==> src/hdl/csscfg_defs.vh <==
// constants of the clock synthesizer configuration bank
`ifndef CSSCFG_DEFS_VH
`define CSSCFG_DEFS_VH

// bus addresses, read/write bit included
`define CSS_ADDR_WR 8'hd2
`define CSS_ADDR_RD 8'hd3

// byte offsets
`define CSS_OFS_CTRL 8'h00
`define CSS_OFS_OE_LO 8'h01
`define CSS_OFS_RSV2 8'h02
`define CSS_OFS_OE_HI 8'h03
`define CSS_OFS_RSV4 8'h04
`define CSS_OFS_SWING 8'h05
`define CSS_OFS_RSV6 8'h06
`define CSS_OFS_ID 8'h07
`define CSS_OFS_RSV8 8'h08
`define CSS_NUM_BYTES 8'h09

// field positions
`define CSS_BIT_SPREAD 5
`define CSS_BIT_GATE0 6
`define CSS_BIT_GATE1 3
`define CSS_BIT_GATE5 7
`define CSS_BIT_GATE4 6
`define CSS_POS_UPPER 6
`define CSS_POS_MID 4
`define CSS_POS_OUT0 0

// reset values
`define CSS_RST_SPREAD 1'b1
`define CSS_RST_GATE 1'b1
`define CSS_RST_UPPER 2'h1
`define CSS_RST_MID 2'h1
`define CSS_RST_OUT0 2'h1
`define CSS_RST_RSV 8'h00
`define CSS_RST_RSV8 8'h08

// identity codes, values arbitrary
`define CSS_REVISION 4'h3
`define CSS_MAKER 4'h5

// serial state codes
`define CSS_ST_IDLE 3'h0
`define CSS_ST_ADDR 3'h1
`define CSS_ST_INDEX 3'h2
`define CSS_ST_COUNT 3'h3
`define CSS_ST_WDATA 3'h4
`define CSS_ST_TX 3'h5

`endif

==> src/hdl/csscfg_pair.v <==
// one gated differential clock pair
`timescale 1ns/100ps
`default_nettype none
module csscfg_pair (
  // clock and reset
  input wire clk,
  input wire rst_n,
  input wire ce,
  // source phase and gate
  input wire src,
  input wire gate,
  // pair legs
  output reg leg_t,
  output reg leg_c
);
  always @(posedge clk) begin
    if (!rst_n) begin
      leg_t <= 1'b0;
      leg_c <= 1'b0;
    end else if (ce) begin
      leg_t <= gate & src;
      leg_c <= gate & ~src;
    end
  end
endmodule // csscfg_pair
`default_nettype wire

==> src/hdl/csscfg_bank.v <==
// SMBus target and configuration bank of the clock synthesizer
`timescale 1ns/100ps
`default_nettype none
`include "csscfg_defs.vh"
module csscfg_bank (
  // clock, reset, enable
  input wire clk,
  input wire rst_n,
  input wire ce,
  // smbus pins
  input wire scl_in,
  input wire sda_in,
  output reg sda_out,
  output reg sda_oe_n,
  // synthesizer phase to gate
  input wire src_phase,
  // configuration to the analog side
  output reg spread_on,
  output reg [1:0] upper_group_swing,
  output reg [1:0] mid_group_swing,
  output reg [1:0] out0_swing,
  // gated pairs
  output wire clock_pair_0_t,
  output wire clock_pair_0_c,
  output wire clock_pair_1_t,
  output wire clock_pair_1_c,
  output wire clock_pair_4_t,
  output wire clock_pair_4_c,
  output wire clock_pair_5_t,
  output wire clock_pair_5_c
);
  reg out0_gate;
  reg out1_gate;
  reg out4_gate;
  reg out5_gate;
  reg scl_r;
  reg sda_r;
  reg [2:0] state;
  reg [3:0] bitcnt;
  reg [7:0] shreg;
  reg [7:0] index;
  reg [7:0] rd_byte;
  wire scl_rise;
  wire scl_fall;
  wire start_seen;
  wire stop_seen;
  wire [7:0] num_bytes;

  // count byte sent ahead of a read
  assign num_bytes = `CSS_NUM_BYTES;
  assign scl_rise = scl_in & ~scl_r;
  assign scl_fall = ~scl_in & scl_r;
  assign start_seen = scl_in & scl_r & sda_r & ~sda_in;
  assign stop_seen = scl_in & scl_r & ~sda_r & sda_in;

  // read view of the bank
  always @* begin
    rd_byte = 8'h00;
    case (index)
      `CSS_OFS_CTRL: rd_byte[`CSS_BIT_SPREAD] = spread_on;
      `CSS_OFS_OE_LO: begin
        rd_byte[`CSS_BIT_GATE0] = out0_gate;
        rd_byte[`CSS_BIT_GATE1] = out1_gate;
      end
      `CSS_OFS_OE_HI: begin
        rd_byte[`CSS_BIT_GATE5] = out5_gate;
        rd_byte[`CSS_BIT_GATE4] = out4_gate;
      end
      `CSS_OFS_SWING: begin
        rd_byte[`CSS_POS_UPPER+1:`CSS_POS_UPPER] = upper_group_swing;
        rd_byte[`CSS_POS_MID+1:`CSS_POS_MID] = mid_group_swing;
        rd_byte[`CSS_POS_OUT0+1:`CSS_POS_OUT0] = out0_swing;
      end
      `CSS_OFS_ID: rd_byte = {`CSS_REVISION, `CSS_MAKER};
      `CSS_OFS_RSV2: rd_byte = `CSS_RST_RSV;
      `CSS_OFS_RSV4: rd_byte = `CSS_RST_RSV;
      `CSS_OFS_RSV6: rd_byte = `CSS_RST_RSV;
      `CSS_OFS_RSV8: rd_byte = `CSS_RST_RSV8;
      default: rd_byte = 8'h00;
    endcase
  end

  always @(posedge clk) begin
    if (!rst_n) begin
      scl_r <= 1'b1;
      sda_r <= 1'b1;
      state <= `CSS_ST_IDLE;
      bitcnt <= 4'h0;
      shreg <= 8'h00;
      index <= 8'h00;
      sda_out <= 1'b0;
      sda_oe_n <= 1'b1;
      spread_on <= `CSS_RST_SPREAD;
      out0_gate <= `CSS_RST_GATE;
      out1_gate <= `CSS_RST_GATE;
      out4_gate <= `CSS_RST_GATE;
      out5_gate <= `CSS_RST_GATE;
      upper_group_swing <= `CSS_RST_UPPER;
      mid_group_swing <= `CSS_RST_MID;
      out0_swing <= `CSS_RST_OUT0;
    end else if (ce) begin
      scl_r <= scl_in;
      sda_r <= sda_in;
      sda_out <= 1'b0;
      if (start_seen) begin
        // repeated start lands here too, keeping the index for a read
        state <= `CSS_ST_ADDR;
        bitcnt <= 4'h0;
        sda_oe_n <= 1'b1;
      end else if (stop_seen) begin
        state <= `CSS_ST_IDLE;
        bitcnt <= 4'h0;
        sda_oe_n <= 1'b1;
      end else if (state != `CSS_ST_IDLE) begin
        if (scl_rise) begin
          if (state == `CSS_ST_TX) begin
            if (bitcnt == 4'h9) begin
              // host nack ends the read at the next falling edge
              if (sda_in)
                bitcnt <= 4'ha;
            end else begin
              bitcnt <= bitcnt + 4'h1;
            end
          end else if (bitcnt < 4'h8) begin
            shreg <= {shreg[6:0], sda_in};
            bitcnt <= bitcnt + 4'h1;
          end
        end else if (scl_fall) begin
          if (state == `CSS_ST_TX) begin
            if (bitcnt < 4'h8) begin
              sda_oe_n <= shreg[7];
              shreg <= {shreg[6:0], 1'b0};
            end else if (bitcnt == 4'h8) begin
              sda_oe_n <= 1'b1;
              bitcnt <= 4'h9;
            end else if (bitcnt == 4'h9) begin
              shreg <= {rd_byte[6:0], 1'b0};
              sda_oe_n <= rd_byte[7];
              index <= index + 8'h01;
              bitcnt <= 4'h0;
            end else begin
              state <= `CSS_ST_IDLE;
              sda_oe_n <= 1'b1;
            end
          end else if (bitcnt == 4'h8) begin
            sda_oe_n <= 1'b0;
            bitcnt <= 4'h9;
            case (state)
              `CSS_ST_ADDR: begin
                if (shreg == `CSS_ADDR_WR) begin
                  state <= `CSS_ST_INDEX;
                end else if (shreg == `CSS_ADDR_RD) begin
                  // stays in address state until its ack ends, then sends the count
                  state <= `CSS_ST_ADDR;
                end else begin
                  // not ours: stay off the bus until the next start
                  state <= `CSS_ST_IDLE;
                  sda_oe_n <= 1'b1;
                end
              end
              `CSS_ST_INDEX: begin
                index <= shreg;
                state <= `CSS_ST_COUNT;
              end
              // the count is acked but not enforced; stop ends the block
              `CSS_ST_COUNT: state <= `CSS_ST_WDATA;
              `CSS_ST_WDATA: begin
                index <= index + 8'h01;
                case (index)
                  `CSS_OFS_CTRL: spread_on <= shreg[`CSS_BIT_SPREAD];
                  `CSS_OFS_OE_LO: begin
                    out0_gate <= shreg[`CSS_BIT_GATE0];
                    out1_gate <= shreg[`CSS_BIT_GATE1];
                  end
                  `CSS_OFS_OE_HI: begin
                    out5_gate <= shreg[`CSS_BIT_GATE5];
                    out4_gate <= shreg[`CSS_BIT_GATE4];
                  end
                  `CSS_OFS_SWING: begin
                    upper_group_swing <= shreg[`CSS_POS_UPPER+1:`CSS_POS_UPPER];
                    mid_group_swing <= shreg[`CSS_POS_MID+1:`CSS_POS_MID];
                    out0_swing <= shreg[`CSS_POS_OUT0+1:`CSS_POS_OUT0];
                  end
                  // identity and reserved bytes ignore writes
                  default: index <= index + 8'h01;
                endcase
              end
              default: state <= `CSS_ST_IDLE;
            endcase
          end else if (bitcnt == 4'h9) begin
            bitcnt <= 4'h0;
            sda_oe_n <= 1'b1;
            if (state == `CSS_ST_ADDR && shreg == `CSS_ADDR_RD) begin
              // first byte of a read is the count of bank bytes
              state <= `CSS_ST_TX;
              shreg <= {num_bytes[6:0], 1'b0};
              sda_oe_n <= num_bytes[7];
            end
          end
        end
      end
    end
  end

  // one gated pair per enable bit
  csscfg_pair u_pair0 (
    .clk(clk), .rst_n(rst_n), .ce(ce), .src(src_phase), .gate(out0_gate),
    .leg_t(clock_pair_0_t), .leg_c(clock_pair_0_c)
  );
  csscfg_pair u_pair1 (
    .clk(clk), .rst_n(rst_n), .ce(ce), .src(src_phase), .gate(out1_gate),
    .leg_t(clock_pair_1_t), .leg_c(clock_pair_1_c)
  );
  csscfg_pair u_pair4 (
    .clk(clk), .rst_n(rst_n), .ce(ce), .src(src_phase), .gate(out4_gate),
    .leg_t(clock_pair_4_t), .leg_c(clock_pair_4_c)
  );
  csscfg_pair u_pair5 (
    .clk(clk), .rst_n(rst_n), .ce(ce), .src(src_phase), .gate(out5_gate),
    .leg_t(clock_pair_5_t), .leg_c(clock_pair_5_c)
  );
endmodule // csscfg_bank
`default_nettype wire

==> config.mk <==
export PLATFORM = sky130hd
export DESIGN_NAME = csscfg_bank
export DESIGN_NICKNAME = d
export VERILOG_FILES = /design/src/hdl/csscfg_pair.v /design/src/hdl/csscfg_bank.v
export VERILOG_INCLUDE_DIRS = /design/src /design/src/hdl
export SDC_FILE = /design/constraint.sdc
export NUM_CORES = 1
export LEC_CHECK = 0
export ABC_CLOCK_PERIOD_IN_PS = 5100
export BUFFER_PORTS_ARGS = -buffer_cell sky130_fd_sc_hd__buf_2
export CAP_MARGIN = 10
export CORE_UTILIZATION = 55
export CTS_BUF_LIST = sky130_fd_sc_hd__clkbuf_8
export DETAILED_ROUTE_END_ITERATION = 10
export PLACE_DENSITY = 0.74
export SLEW_MARGIN = 20
export SYNTH_ARGS = -nofsm -noshare
export SYNTH_HDL_FRONTEND = slang
export SYNTH_HIERARCHICAL = 1
export SYNTH_SLANG_ARGS = --single-unit
==> constraint.sdc <==
create_clock -name clk -period 5.1 [get_ports clk]
set_input_delay 0.765 -clock clk [delete_from_list [all_inputs] [get_ports clk]]
set_output_delay 0.765 -clock clk [all_outputs]
set_load 0.02 [all_outputs]
After elaboration in Yosys (flattened, before gate mapping)
Index checks and enable logic that the tools add are counted.
{ "op_classes": {"add_sub_neg": 2, "magnitude_cmp": 1, "n_eq_ne": 28, "mux": 67, "bitwise_logic": 24, "n_reduce_logical": 24} }
{ "op_table": {"columns": ["cell", "n"], "rows": [
  ["8-bit two-way mux", 16],
  ["4-bit two-way mux", 13],
  ["10-bit AND reduction", 5],
  ["3-bit two-way mux", 12],
  ["3-bit nonzero test", 7],
  ["1-bit two-way mux", 17],
  ["8-bit by 3-bit == test with 1-bit output, second input constant", 2],
  ["8-bit == test, second input constant", 2],
  ["4-bit != test, second input constant", 4],
  ["8-bit case mux with 2 select lines", 1],
  ["1-bit AND", 15],
  ["3-bit case mux with 4 select lines", 1],
  ["12-bit AND reduction", 1],
  ["11-bit AND reduction", 1],
  ["5-bit nonzero test", 2],
  ["1-bit NOT", 9],
  ["8-bit by 1-bit adder with 8-bit output, second input constant", 1],
  ["4-bit == test, second input constant", 2],
  ["8-bit by 1-bit == test with 1-bit output, second input constant", 1],
  ["8-bit by 2-bit == test with 1-bit output, second input constant", 1],
  ["8-bit by 4-bit == test with 1-bit output, second input constant", 1],
  ["8-bit logical NOT", 1],
  ["2-bit != test, second input constant", 4],
  ["3-bit by 2-bit == test with 1-bit output, second input constant", 2],
  ["other kinds (19)", 25]
]} }
{ "word_totals": {"ff_bits": 45, "out_inout_bits": 17, "elab_cells": 169} }

Depth between registers and ports, before layout
Gate-level depths: netlist of the first run.
{ "depth": {"ltp_word": 11, "mapped_depth": 8} }

Hierarchy
Netlist of the first run, hierarchy kept.
{ "modules_own_cells": {"columns": ["mod", "instances", "cells_per_inst", "area_per_inst_um2"], "rows": [
  ["csscfg_bank", 1, 319, 2566.2],
  ["csscfg_pair", 4, 8, 77.6]
]} }

Worst setup path before layout of the first run
Ideal clock, no wire load.
{ "synth_timing": {"kind": "input to register", "from": "in scl_in", "to": "reg index[5]", "t_arrival_ns": 2.165, "required_ns": 4.968, "setup_slack_ns": 2.804, "path_stages": 6, "n_path_buf": 0, "path_cell_list": "ha_1 > nand2b_1 > a211oi_1 > o21ai_0 > a211oi_1 > nor3_1"} }
{ "synth_via": {"elab_chain_len": 5, "elab_cells_between_ends": 12, "classes_between": "bitwise (11); reduce/logical (1)"} }
{ "synth_lines": {"columns": ["item", "line", "source"], "rows": [
  ["start: declaration", "csscfg_bank.v:11", "input wire scl_in,"],
  ["1-bit AND", "csscfg_bank.v:53, csscfg_bank.v:54", null],
  ["1-bit AND (on tied branches) (2 in series)", "csscfg_bank.v:54, csscfg_bank.v:53", null],
  ["1-bit NOT (no source line)", null, null],
  ["11-bit AND reduction (no source line) (*)", null, null],
  ["end signal: assignment", "csscfg_bank.v:139", "index <= index + 8'h01;"],
  ["end signal: assignment", "csscfg_bank.v:162", "index <= shreg;"],
  ["end signal: assignment", "csscfg_bank.v:168", "index <= index + 8'h01;"],
  ["end: declaration", "csscfg_bank.v:41", "reg [7:0] index;"]
]} }
Every way passes the cells marked *; elsewhere a longest branch is shown, timed or not.
A chain may end at the register's enable or synchronous reset.

Final worst setup path of the first run
Ends and elaborated chain as after synthesis.

==> results of run 1 <==
[layout make-up]
class | instances | area share
Clock buffer | 5 | 0.0225
Clock inverter | 3 | 0.00696
Multi-Input combinational cell | 273 | 0.600
Inverter | 11 | 0.0135
Sequential cell | 45 | 0.295
Timing Repair Buffer | 21 | 0.0344
Tap cell | 67 | 0.0274
[power groups by stage]
stage,registers [uW],clock network (uW),logic (uW)
after floorplan,373,0,44.2
after global placement,370,0,65.0
after detailed placement,371,0,66.0
after CTS,362,234,66.2
after global routing,364,247,73.7
final,363,230,67.4
[cell families (layout without fill, tap and decap cells)]
group,Yosys count,after routing
AO/OA/AOI/OAI,86,86
buffers and inverters,33,40
adder cells (fa/ha/maj),9,9
other,1,1
AND/OR/NAND/NOR,156,156
XOR/XNOR,2,2
multiplexers,19,19
flip-flops,45,45
[per-layer routing]
layer / GRT usage / share of wire
met5: 0 / 0
met3: 0.0434 / 0.066
met4: 0.0650 / 0.013
met2: 0.421 / 0.45
met1: 0.373 / 0.48
[cells in the final DEF, fill, tap and decap left out, types with 10 or more instances in the layout]
master and instances:
mux2i_1 19, dfxtp_1 45, nand3b_1 13, inv_1 11, a21oi_1 14, nor2_1 23, nand4_1 10, buf_2 21
nand2_1 49, o21ai_0 16
[cell usage after synthesis, drive strengths merged, types with 4 or more instances]
cell / n / area, um2
nand4: 10 / 62.6
nand2: 50 / 190
a21boi: 5 / 37.5
nand2b: 5 / 31.3
a22oi: 4 / 30.0
buf: 10 / 56.3
o21a: 6 / 45.0
mux2i: 19 / 190
nor3: 10 / 61.3
nand4b: 5 / 43.8
clkbuf: 12 / 45.0
nor2: 23 / 86.3
nor2b: 4 / 25.0
a21oi: 15 / 86.3
nor4: 4 / 31.3
dfxtp: 45 / 901
a211oi: 6 / 45.0
inv: 11 / 41.3
nand3: 10 / 55.1
nand3b: 13 / 97.6
or4: 4 / 37.5
ha: 9 / 113
o21ai: 16 / 80.1
a32o: 4 / 40.0
[path summary, 6_finish.rpt]
kind	from	to	slack [ns]	cells past startpoint
max	scl_in	index[5]	2.35	7
min	u_pair4/leg_t	u_pair4/leg_t	0.47	2
max reg2reg	scl_r	index[5]	2.51	7
min reg2reg	u_pair4/leg_t	u_pair4/leg_t	0.47	2
[metrics by stage]
step / cell area (um2) / hold WS [ns] / instances / setup slack (ns)
after floorplan: 2880 / 0.460 / 351 / 2.80
after global placement: 2960 / 0.454 / 417 / 2.29
after detailed placement: 2960 / 0.456 / 417 / 2.10
after CTS: 3050 / 0.472 / 425 / 2.41
after global routing: 3050 / 0.488 / 425 / 2.11
final: 3050 / 0.469 / 425 / 2.35
[tightest hold or removal path, stage by stage (launching register included)]
cell and delay [ns]:
dfxtp_1 0.32, nand3b_1 0.07, nand2_1 0.05
[registers in the layout (all words and copies together), names as in the netlist]
signal and cells:
spread_on 1, u_pair4/leg_c 1, u_pair4/leg_t 1, u_pair5/leg_t 1
u_pair0/leg_t 1, out4_gate 1, state 3, out0_gate 1
u_pair0/leg_c 1, sda_r 1, shreg 8, out5_gate 1
out1_gate 1, u_pair1/leg_t 1, u_pair1/leg_c 1, u_pair5/leg_c 1
upper_group_swing 2, index 8, sda_oe_n 1, scl_r 1
bitcnt 4, out0_swing 2, mid_group_swing 2
==> flow_summary.yaml, run 1 <==
run_status:
  status: "finished, final reports clean"
clocking:
  worstSkewPairLatency_ns: 0.30
  postCtsSetupBuffers: 0
  post_cts_resized: 0
  cts.reportedPaths.clkPinSlew_ns: 0.09
  clk_path_buf_depth: 2
  cts_hold_buf: 0
  cts.sinks: 45
  numCtsBuffers: 5
  cts_max_level: 2
  root_buffer: "clkbuf_8"
  cts_tree: "built"
floorplanning:
  die_area_mm2: 0.00552
  die_h_um: 74.3
  fp.dieW_um: 74.3
  core_area_mm2: 0.00488
  start_util: 0.589
  num_rows: 25
  ios: 23
sta:
  finalCritPeriodShare: 0.540
  clock.fmax_mhz: 363
  period_needed_ns: 2.75
  fin_setup_tns_ns: 0
  slew_violations: 0
  setup_viol: 0
  skew_ns: 0.00670
  grt_setup_unrepaired: "no"
  slew_headroom: 0.418
  tightest_slew_ns: 0.873
  final_hold_viol_count: 0
place:
  hpwl_mm: 4.90
  io_buffers: 21
  place_congestion: 0.880
cells_and_area:
  postLayoutCoreUtil: 0.626
  antennaDiodeCount: 0
  nets: 372
  regArea_um2: 901
  fill_cells: 473
  area_delta_synth_final_pct: 6.18
  drive_above_1_share: 0.120
  multi_input_area_mm2: 0.00183
route:
  wl_per_cell_um: 16.7
  drcViolationCount: 0
  ant_nets: 0
  vias_per_cell: 6.29
  drtIter0Drc: 231
  vias: 2673
  dr.pass1.iters: 5
  routed_wl_mm: 7.10
power:
  p_comb_frac: 0.102
  clkPwrFrac: 0.349
  power_density_mw_per_mm2: 216
  intPower_uw: 476
  peakVddDrop_v: 0.000156
  p_switching_uw: 184
  leakage_uw: 0.00123
  swShare: 0.279
  power_frac_seq: 0.549
  p_total_uw: 660
setup_path:
  worstPathRequired_ns: 5.27
  setup.worst_path.class: "input port to register"
  cp-start-kind: "input port"
  cp_slowest_cell: "a211oi_1"
  worst_path_most_repeated_cell: "a211oi_1"
  worstPathCellList: "buf_2 -> ha_1 -> nand2b_1 -> a211oi_1 -> o21ai_0 -> a211oi_1 -> nor3_1"
  cp.arrival_ns: 2.92
  slowest_delay_ns: 0.50
  cp-end-kind: "register"
  critPathTopFamily: "compound AO/OA/AOI/OAI gates"
  crit_buf_inv: 1
  cp_max_fo: 15
yosys:
  ys_types: 66
  synth_fp_nets: 366
  async_flop_share: 0
  ys_seq_elements: 45
  synthCells: 351
  syn_area_mm2: 0.00288
  synthFlopType: "dfxtp_1"
  yosysWarningCount: 6
  syn_area_per_cell_um2: 8.20
  muxShareOfSynthArea: 0.0661
  synth_top_family_by_area: "simple AND/OR/NAND/NOR gates"
  synth_seq_area_share: 0.313
  synth-compound-area-share: 0.221
  synth_fa_ha_area_frac: 0.0391
  synthXorXnorAreaFrac: 0.00870
  synth_edf_count: 0
  synth-simple-area-share: 0.301
global_routing:
  grt_pass1_vias: 2350
  grt_max_degree: 50
  overflow: 0
  grt_first_pass_wirelength_mm: 11.2
  antenna_found_initial: 0
  grt_util_all_layers: 0.264
run:
  max-cap-violations: 0
worst_hold_path:
  hold_class: "register to register"
Power figures use the tool's default switching activity.
==> run 2, diff against run 1 <==
--- a/config.mk
+++ b/config.mk
@@ -6,7 +6,8 @@
 export SDC_FILE = /design/constraint.sdc
 export NUM_CORES = 1
 export LEC_CHECK = 0
-export ABC_CLOCK_PERIOD_IN_PS = 5100
+export ABC_AREA = 1
+export ABC_CLOCK_PERIOD_IN_PS = 2700
 export BUFFER_PORTS_ARGS = -buffer_cell sky130_fd_sc_hd__buf_2
 export CAP_MARGIN = 10
 export CORE_UTILIZATION = 55
==> constraint.sdc (replaced) <==
create_clock -name clk -period 2.7 [get_ports clk]
set_input_delay 0.405 -clock clk [delete_from_list [all_inputs] [get_ports clk]]
set_output_delay 0.405 -clock clk [all_outputs]
set_load 0.02 [all_outputs]
==> run 2 against run 1 <==
  * Hold slack got worse by 0.11 ns
  * Combinational power rose by 120%
  * Die area rose by 8.3%
  * Register-to-register slack got worse by 1.8 ns
  * Sequential share of layout area fell by 2.7 points
  * Routed wire length rose by 5.9%
  * Core utilization fell by 1.2 points
  * Setup slack got worse by 1.6 ns
  * Flip-flop and latch count did not move
  * Largest cell class unchanged
==> flow_summary.yaml, run 2 <==
run_status:
  status: "finished, final reports clean"
sta:
  setup_viol: 0
  grt_setup_unrepaired: "no"
  hold_ws_ns: 0.356
  finalCritPeriodShare: 0.719
  slew_violations: 0
  fin_setup_tns_ns: 0
  fin_ws_ns: 0.759
  clock.fmax_mhz: 515
  period_needed_ns: 1.94
  skew_ns: 0.0150
  final_hold_viol_count: 0
global_routing:
  grt_pass1_vias: 2758
  antenna_found_initial: 0
  grt_max_degree: 28
  grt_first_pass_wirelength_mm: 12.7
  overflow: 0
  grt_util_all_layers: 0.265
cells_and_area:
  antennaDiodeCount: 0
  regArea_um2: 901
  multi_input_area_mm2: 0.00189
  fin_area_mm2: 0.00336
  nets: 525
  area_delta_synth_final_pct: 7.57
  drive_above_1_share: 0.188
  final_cell_mix: "123 x nand2_1, 73 x nor2_1, 60 x inv_1, 45 x dfxtp_1, 39 x nand3_1"
  postLayoutCoreUtil: 0.614
  reg_top3: "index x8, shreg x8, bitcnt x4"
  fill_cells: 538
  final_common_cell: "nand2_1"
route:
  ant_nets: 0
  wl_per_cell_um: 12.9
  vias_per_cell: 5.21
  drtIter0Drc: 258
  vias: 3035
  routed_wl_mm: 7.51
  drcViolationCount: 0
  dr.pass1.iters: 5
setup_path:
  r2r_setup_slack_ns: 0.76
  setup.worst_path.class: "register to register"
  worstPathRequired_ns: 2.90
  cp-start-kind: "register"
  cp-end-kind: "register"
  r2r-start: "scl_r"
  r2r_end: "out0_swing[1]"
  rr_worst_depth: 8
  cp_max_fo: 10
  cp-startpoint: "scl_r"
  cp.arrival_ns: 2.14
clocking:
  cts_max_level: 2
  clk_path_buf_depth: 2
  cts.reportedPaths.clkPinSlew_ns: 0.10
  root_buffer: "clkbuf_8"
  cts_hold_buf: 0
  worstSkewPairLatency_ns: 0.31
  numCtsBuffers: 5
  cts.sinks: 45
  cts_tree: "built"
  post_cts_resized: 0
  postCtsSetupBuffers: 0
worst_hold_path:
  min_from: "scl_in"
  min_to: "scl_r"
  holdPathStages: 3
  hold_class: "input port to register"
yosys:
  synth.area.top_cells: "dfxtp_1 29%, nand2_1 15%, nor2_1 8.8%, inv_1 7.2%, nand3_1 6.3%"
  synth_top_family_by_area: "simple AND/OR/NAND/NOR gates"
  synth_fp_nets: 505
  ys_seq_elements: 45
  ys_types: 33
  synth-compound-area-share: 0.132
  async_flop_share: 0
  muxShareOfSynthArea: 0
  synth_edf_count: 0
  synth-simple-area-share: 0.426
  synth.most_common_cell: "nand2_1"
  yosysTopAreaCell: "dfxtp_1"
  synth_seq_area_share: 0.288
  synthXorXnorAreaFrac: 0.00841
  syn_area_per_cell_um2: 6.37
  synthCells: 490
  syn_area_mm2: 0.00312
  yosysTopAreaCellShare: 0.288
  netlist_top_cells_count: "123 x nand2_1, 73 x nor2_1, 60 x inv_1"
  synth_fa_ha_area_frac: 0.0361
  yosysWarningCount: 6
  synthFlopType: "dfxtp_1"
power:
  p_comb_frac: 0.112
  power_frac_seq: 0.524
  leakage_uw: 0.00165
  clkPwrFrac: 0.365
  intPower_uw: 934
  p_switching_uw: 372
  power_density_mw_per_mm2: 389
  swShare: 0.285
  peakVddDrop_v: 0.000314
floorplanning:
  core_area_mm2: 0.00547
  num_rows: 27
  fp.dieW_um: 77.4
  die_h_um: 77.4
  die_area_mm2: 0.00598
  ios: 23
  start_util: 0.571
place:
  place_congestion: 0.895
  placed_area_mm2: 0.00326
  hpwl_mm: 5.67
  io_buffers: 21
  dp_slack_ns: 0.661
run:
  max-cap-violations: 0
## run 2: worst max-delay path by stage
stage,slack [ns],endpoint,cells past startpoint
after detailed placement,0.66,out0_swing[1],8
after CTS,0.81,out0_swing[1],8
after floorplan,1.05,index[0],10
after global routing,0.59,mid_group_swing[1],8
after global placement,0.69,out0_swing[1],8
final,0.76,out0_swing[1],8
## run 2: metal layers
metal,part of all wire,vias to the layer above,track usage
li1,-,1570,-
met1,0.51,1367,0.371
met2,0.43,88,0.414
met3,0.051,10,0.0447
met4,0.011,0,0.0830
met5,0,-,0
## run 2: through the flow
stage,cells,total power [uW]
CTS,583,1310
floorplan,490,804
global route,583,1350
detailed placement,575,844
global placement,575,843
finish,583,1310
## run 2: layout make-up
class | instances | area share
flip-flops and latches | 45 | 0.268
well taps | 72 | 0.0268
multi-input cells | 364 | 0.561
inverters | 72 | 0.0804
clock inverters | 2 | 0.00521
clock buffers | 6 | 0.0246
repair buffers | 22 | 0.0335
## run 2: critical path: stages, from the launching register on
cell and delay, ns:
dfxtp_1 0.36, inv_1 0.06, ha_1 0.29, inv_1 0.28, nand2_1 0.10, nor3_2 0.32, nand2_2 0.21, o21ai_1 0.15
a21oi_1 0.05
## run 2: cell families after synthesis
logic type                 after synthesis
adders and majority gates                9
DFF                                     45
other                                    1
buffers and inverters                   81
xor gates and xnor gates                 3
AOI/OAI and AO/OA                       68
and+or+nand+nor                        283
## run 2: power by group through the flow
stage	Sequential (uW)	Combinational, uW	Clock (uW)
after detailed placement	700	145	0
after floorplan	710	94.3	0
after global placement	699	143	0
final	684	146	477
after global routing	687	163	500
after CTS	684	145	481
==> run 3, diff against run 2 <==
--- a/config.mk
+++ b/config.mk
@@ -7,7 +7,7 @@
 export NUM_CORES = 1
 export LEC_CHECK = 0
 export ABC_AREA = 1
-export ABC_CLOCK_PERIOD_IN_PS = 2700
+export ABC_CLOCK_PERIOD_IN_PS = 1900
 export BUFFER_PORTS_ARGS = -buffer_cell sky130_fd_sc_hd__buf_2
 export CAP_MARGIN = 10
 export CORE_UTILIZATION = 55
==> constraint.sdc (replaced) <==
create_clock -name clk -period 1.9 [get_ports clk]
set_input_delay 0.285 -clock clk [delete_from_list [all_inputs] [get_ports clk]]
set_output_delay 0.285 -clock clk [all_outputs]
set_load 0.02 [all_outputs]
==> run 3 against run 2 <==
  * Clock power grew 27%
  * Combinational power grew 48%
  * Cell count grew 1.9%
==> flow_summary.yaml, run 3 (same netlist as run 2, synthesis figures left out) <==
setup_path:
  worstPathCellList: "inv_1 -> ha_1 -> nand3_4 -> nor3_2 -> nand2_1 -> nor2_2 -> inv_2 -> nand2_1 -> nand3_1"
  cp_max_fo: 8
  setup.worst_path.class: "register to register"
  worst_path_most_repeated_cell: "nand2_1"
  cp.arrival_ns: 1.96
  worstPathRequired_ns: 2.10
  cp-start-kind: "register"
  cp_slowest_cell: "nor3_2"
  cp-end-kind: "register"
  slowest_delay_ns: 0.39
sta:
  skew_ns: 0.00828
  slew_violations: 0
  grt_setup_unrepaired: "no"
  fin_ws_ns: 0.137
  setup_viol: 0
  fin_setup_tns_ns: 0
  clock.fmax_mhz: 567
  period_needed_ns: 1.76
  final_hold_viol_count: 0
  finalCritPeriodShare: 0.928
run:
  max-cap-violations: 0
global_routing:
  grt_pass1_vias: 2840
  grt_first_pass_wirelength_mm: 13.2
  antenna_found_initial: 0
  grt_max_degree: 31
  grt_util_all_layers: 0.279
  overflow: 0
route:
  vias_per_cell: 5.20
  drtIter0Drc: 153
  routed_wl_mm: 7.71
  drcViolationCount: 0
  dr.pass1.iters: 5
  wl_per_cell_um: 13.0
  ant_nets: 0
  vias: 3089
cells_and_area:
  final_cell_mix: "123 x nand2_1, 73 x nor2_1, 60 x inv_1, 43 x dfxtp_1, 39 x nand3_1"
  multi_input_area_mm2: 0.00189
  reg_top3: "index x8, shreg x8, bitcnt x4"
  drive_above_1_share: 0.209
  postLayoutCoreUtil: 0.628
  regArea_um2: 903
  fin_area_mm2: 0.00344
  nets: 537
  final_common_cell: "nand2_1"
  area_delta_synth_final_pct: 10.1
  fill_cells: 558
  antennaDiodeCount: 0
floorplanning:
  die_h_um: 77.4
  ios: 23
  num_rows: 27
  core_area_mm2: 0.00547
  fp.dieW_um: 77.4
  die_area_mm2: 0.00598
  start_util: 0.571
clocking:
  cts_tree: "built"
  numCtsBuffers: 5
  cts_max_level: 2
  cts.reportedPaths.clkPinSlew_ns: 0.09
  cts.sinks: 45
  clk_path_buf_depth: 2
  worstSkewPairLatency_ns: 0.31
  root_buffer: "clkbuf_8"
place:
  dp_slack_ns: 0.0999
  hpwl_mm: 5.98
  io_buffers: 21
  placed_area_mm2: 0.00334
  place_congestion: 0.913
power:
  power_density_mw_per_mm2: 521
  leakage_uw: 0.00170
  peakVddDrop_v: 0.000403
run_status:
  status: "finished, final reports clean"
worst_hold_path:
  hold_class: "input port to register"
[run 3: final cells by class]
class	count	area share
clock buffers	5	0.0200
well taps	72	0.0262
clock inverters	2	0.00473
repair buffers	34	0.0590
flip-flops and latches	45	0.263
inverters	72	0.0786
multi-input cells	364	0.549
[run 3: metrics by stage]
| stage | hold slack [ns] | std cells | power, uW |
|---|---|---|---|
| after floorplan | 0.385 | 490 | 1140 |
| after global placement | 0.449 | 586 | 1210 |
| after detailed placement | 0.454 | 586 | 1210 |
| after CTS | 0.244 | 593 | 1810 |
| after global routing | 0.262 | 594 | 1870 |
| final | 0.246 | 594 | 1790 |
[run 3: layer usage]
metal  vias up  routed length, um  track usage
met2        77               3390        0.429
met1      1406               3800        0.385
met3        10                388       0.0553
li1       1596                  -            -
met5         -                  0            0
met4         0                131       0.0981
[run 3: where the power goes]
part / internal (uW) / total [uW] / switching [uW]
sequential: 960 / 972 / 11.7
clock: 254 / 604 / 350
combinational: 72.4 / 216 / 144
[run 3: path summary, 6_finish.rpt]
kind | slack (ns) | cells past startpoint | from | endpoint
max reg2reg | 0.14 | 9 | bitcnt[0] | out5_gate
min | 0.25 | 3 | scl_in | scl_r
max | 0.14 | 9 | bitcnt[0] | out5_gate
min reg2reg | 0.48 | 2 | sda_oe_n | sda_oe_n
[run 3: timing repair]
item | 4_1_cts | 5_1_grt
setup endpoints to repair | 0 | 8
setup buffers | 0 | 1
hold buffers | 0 | 0
resized for setup | 0 | 2
endpoints found under the hold margin | 0 | 0
[run 3: critical path: cells and delay by family (launching register included)]
| family | cells | cell delay (ns) |
|---|---|---|
| buffers and inverters | 2 | 0.12 |
| adders and majority gates | 1 | 0.21 |
| DFF | 1 | 0.35 |
| and+or+nand+nor | 6 | 0.97 |
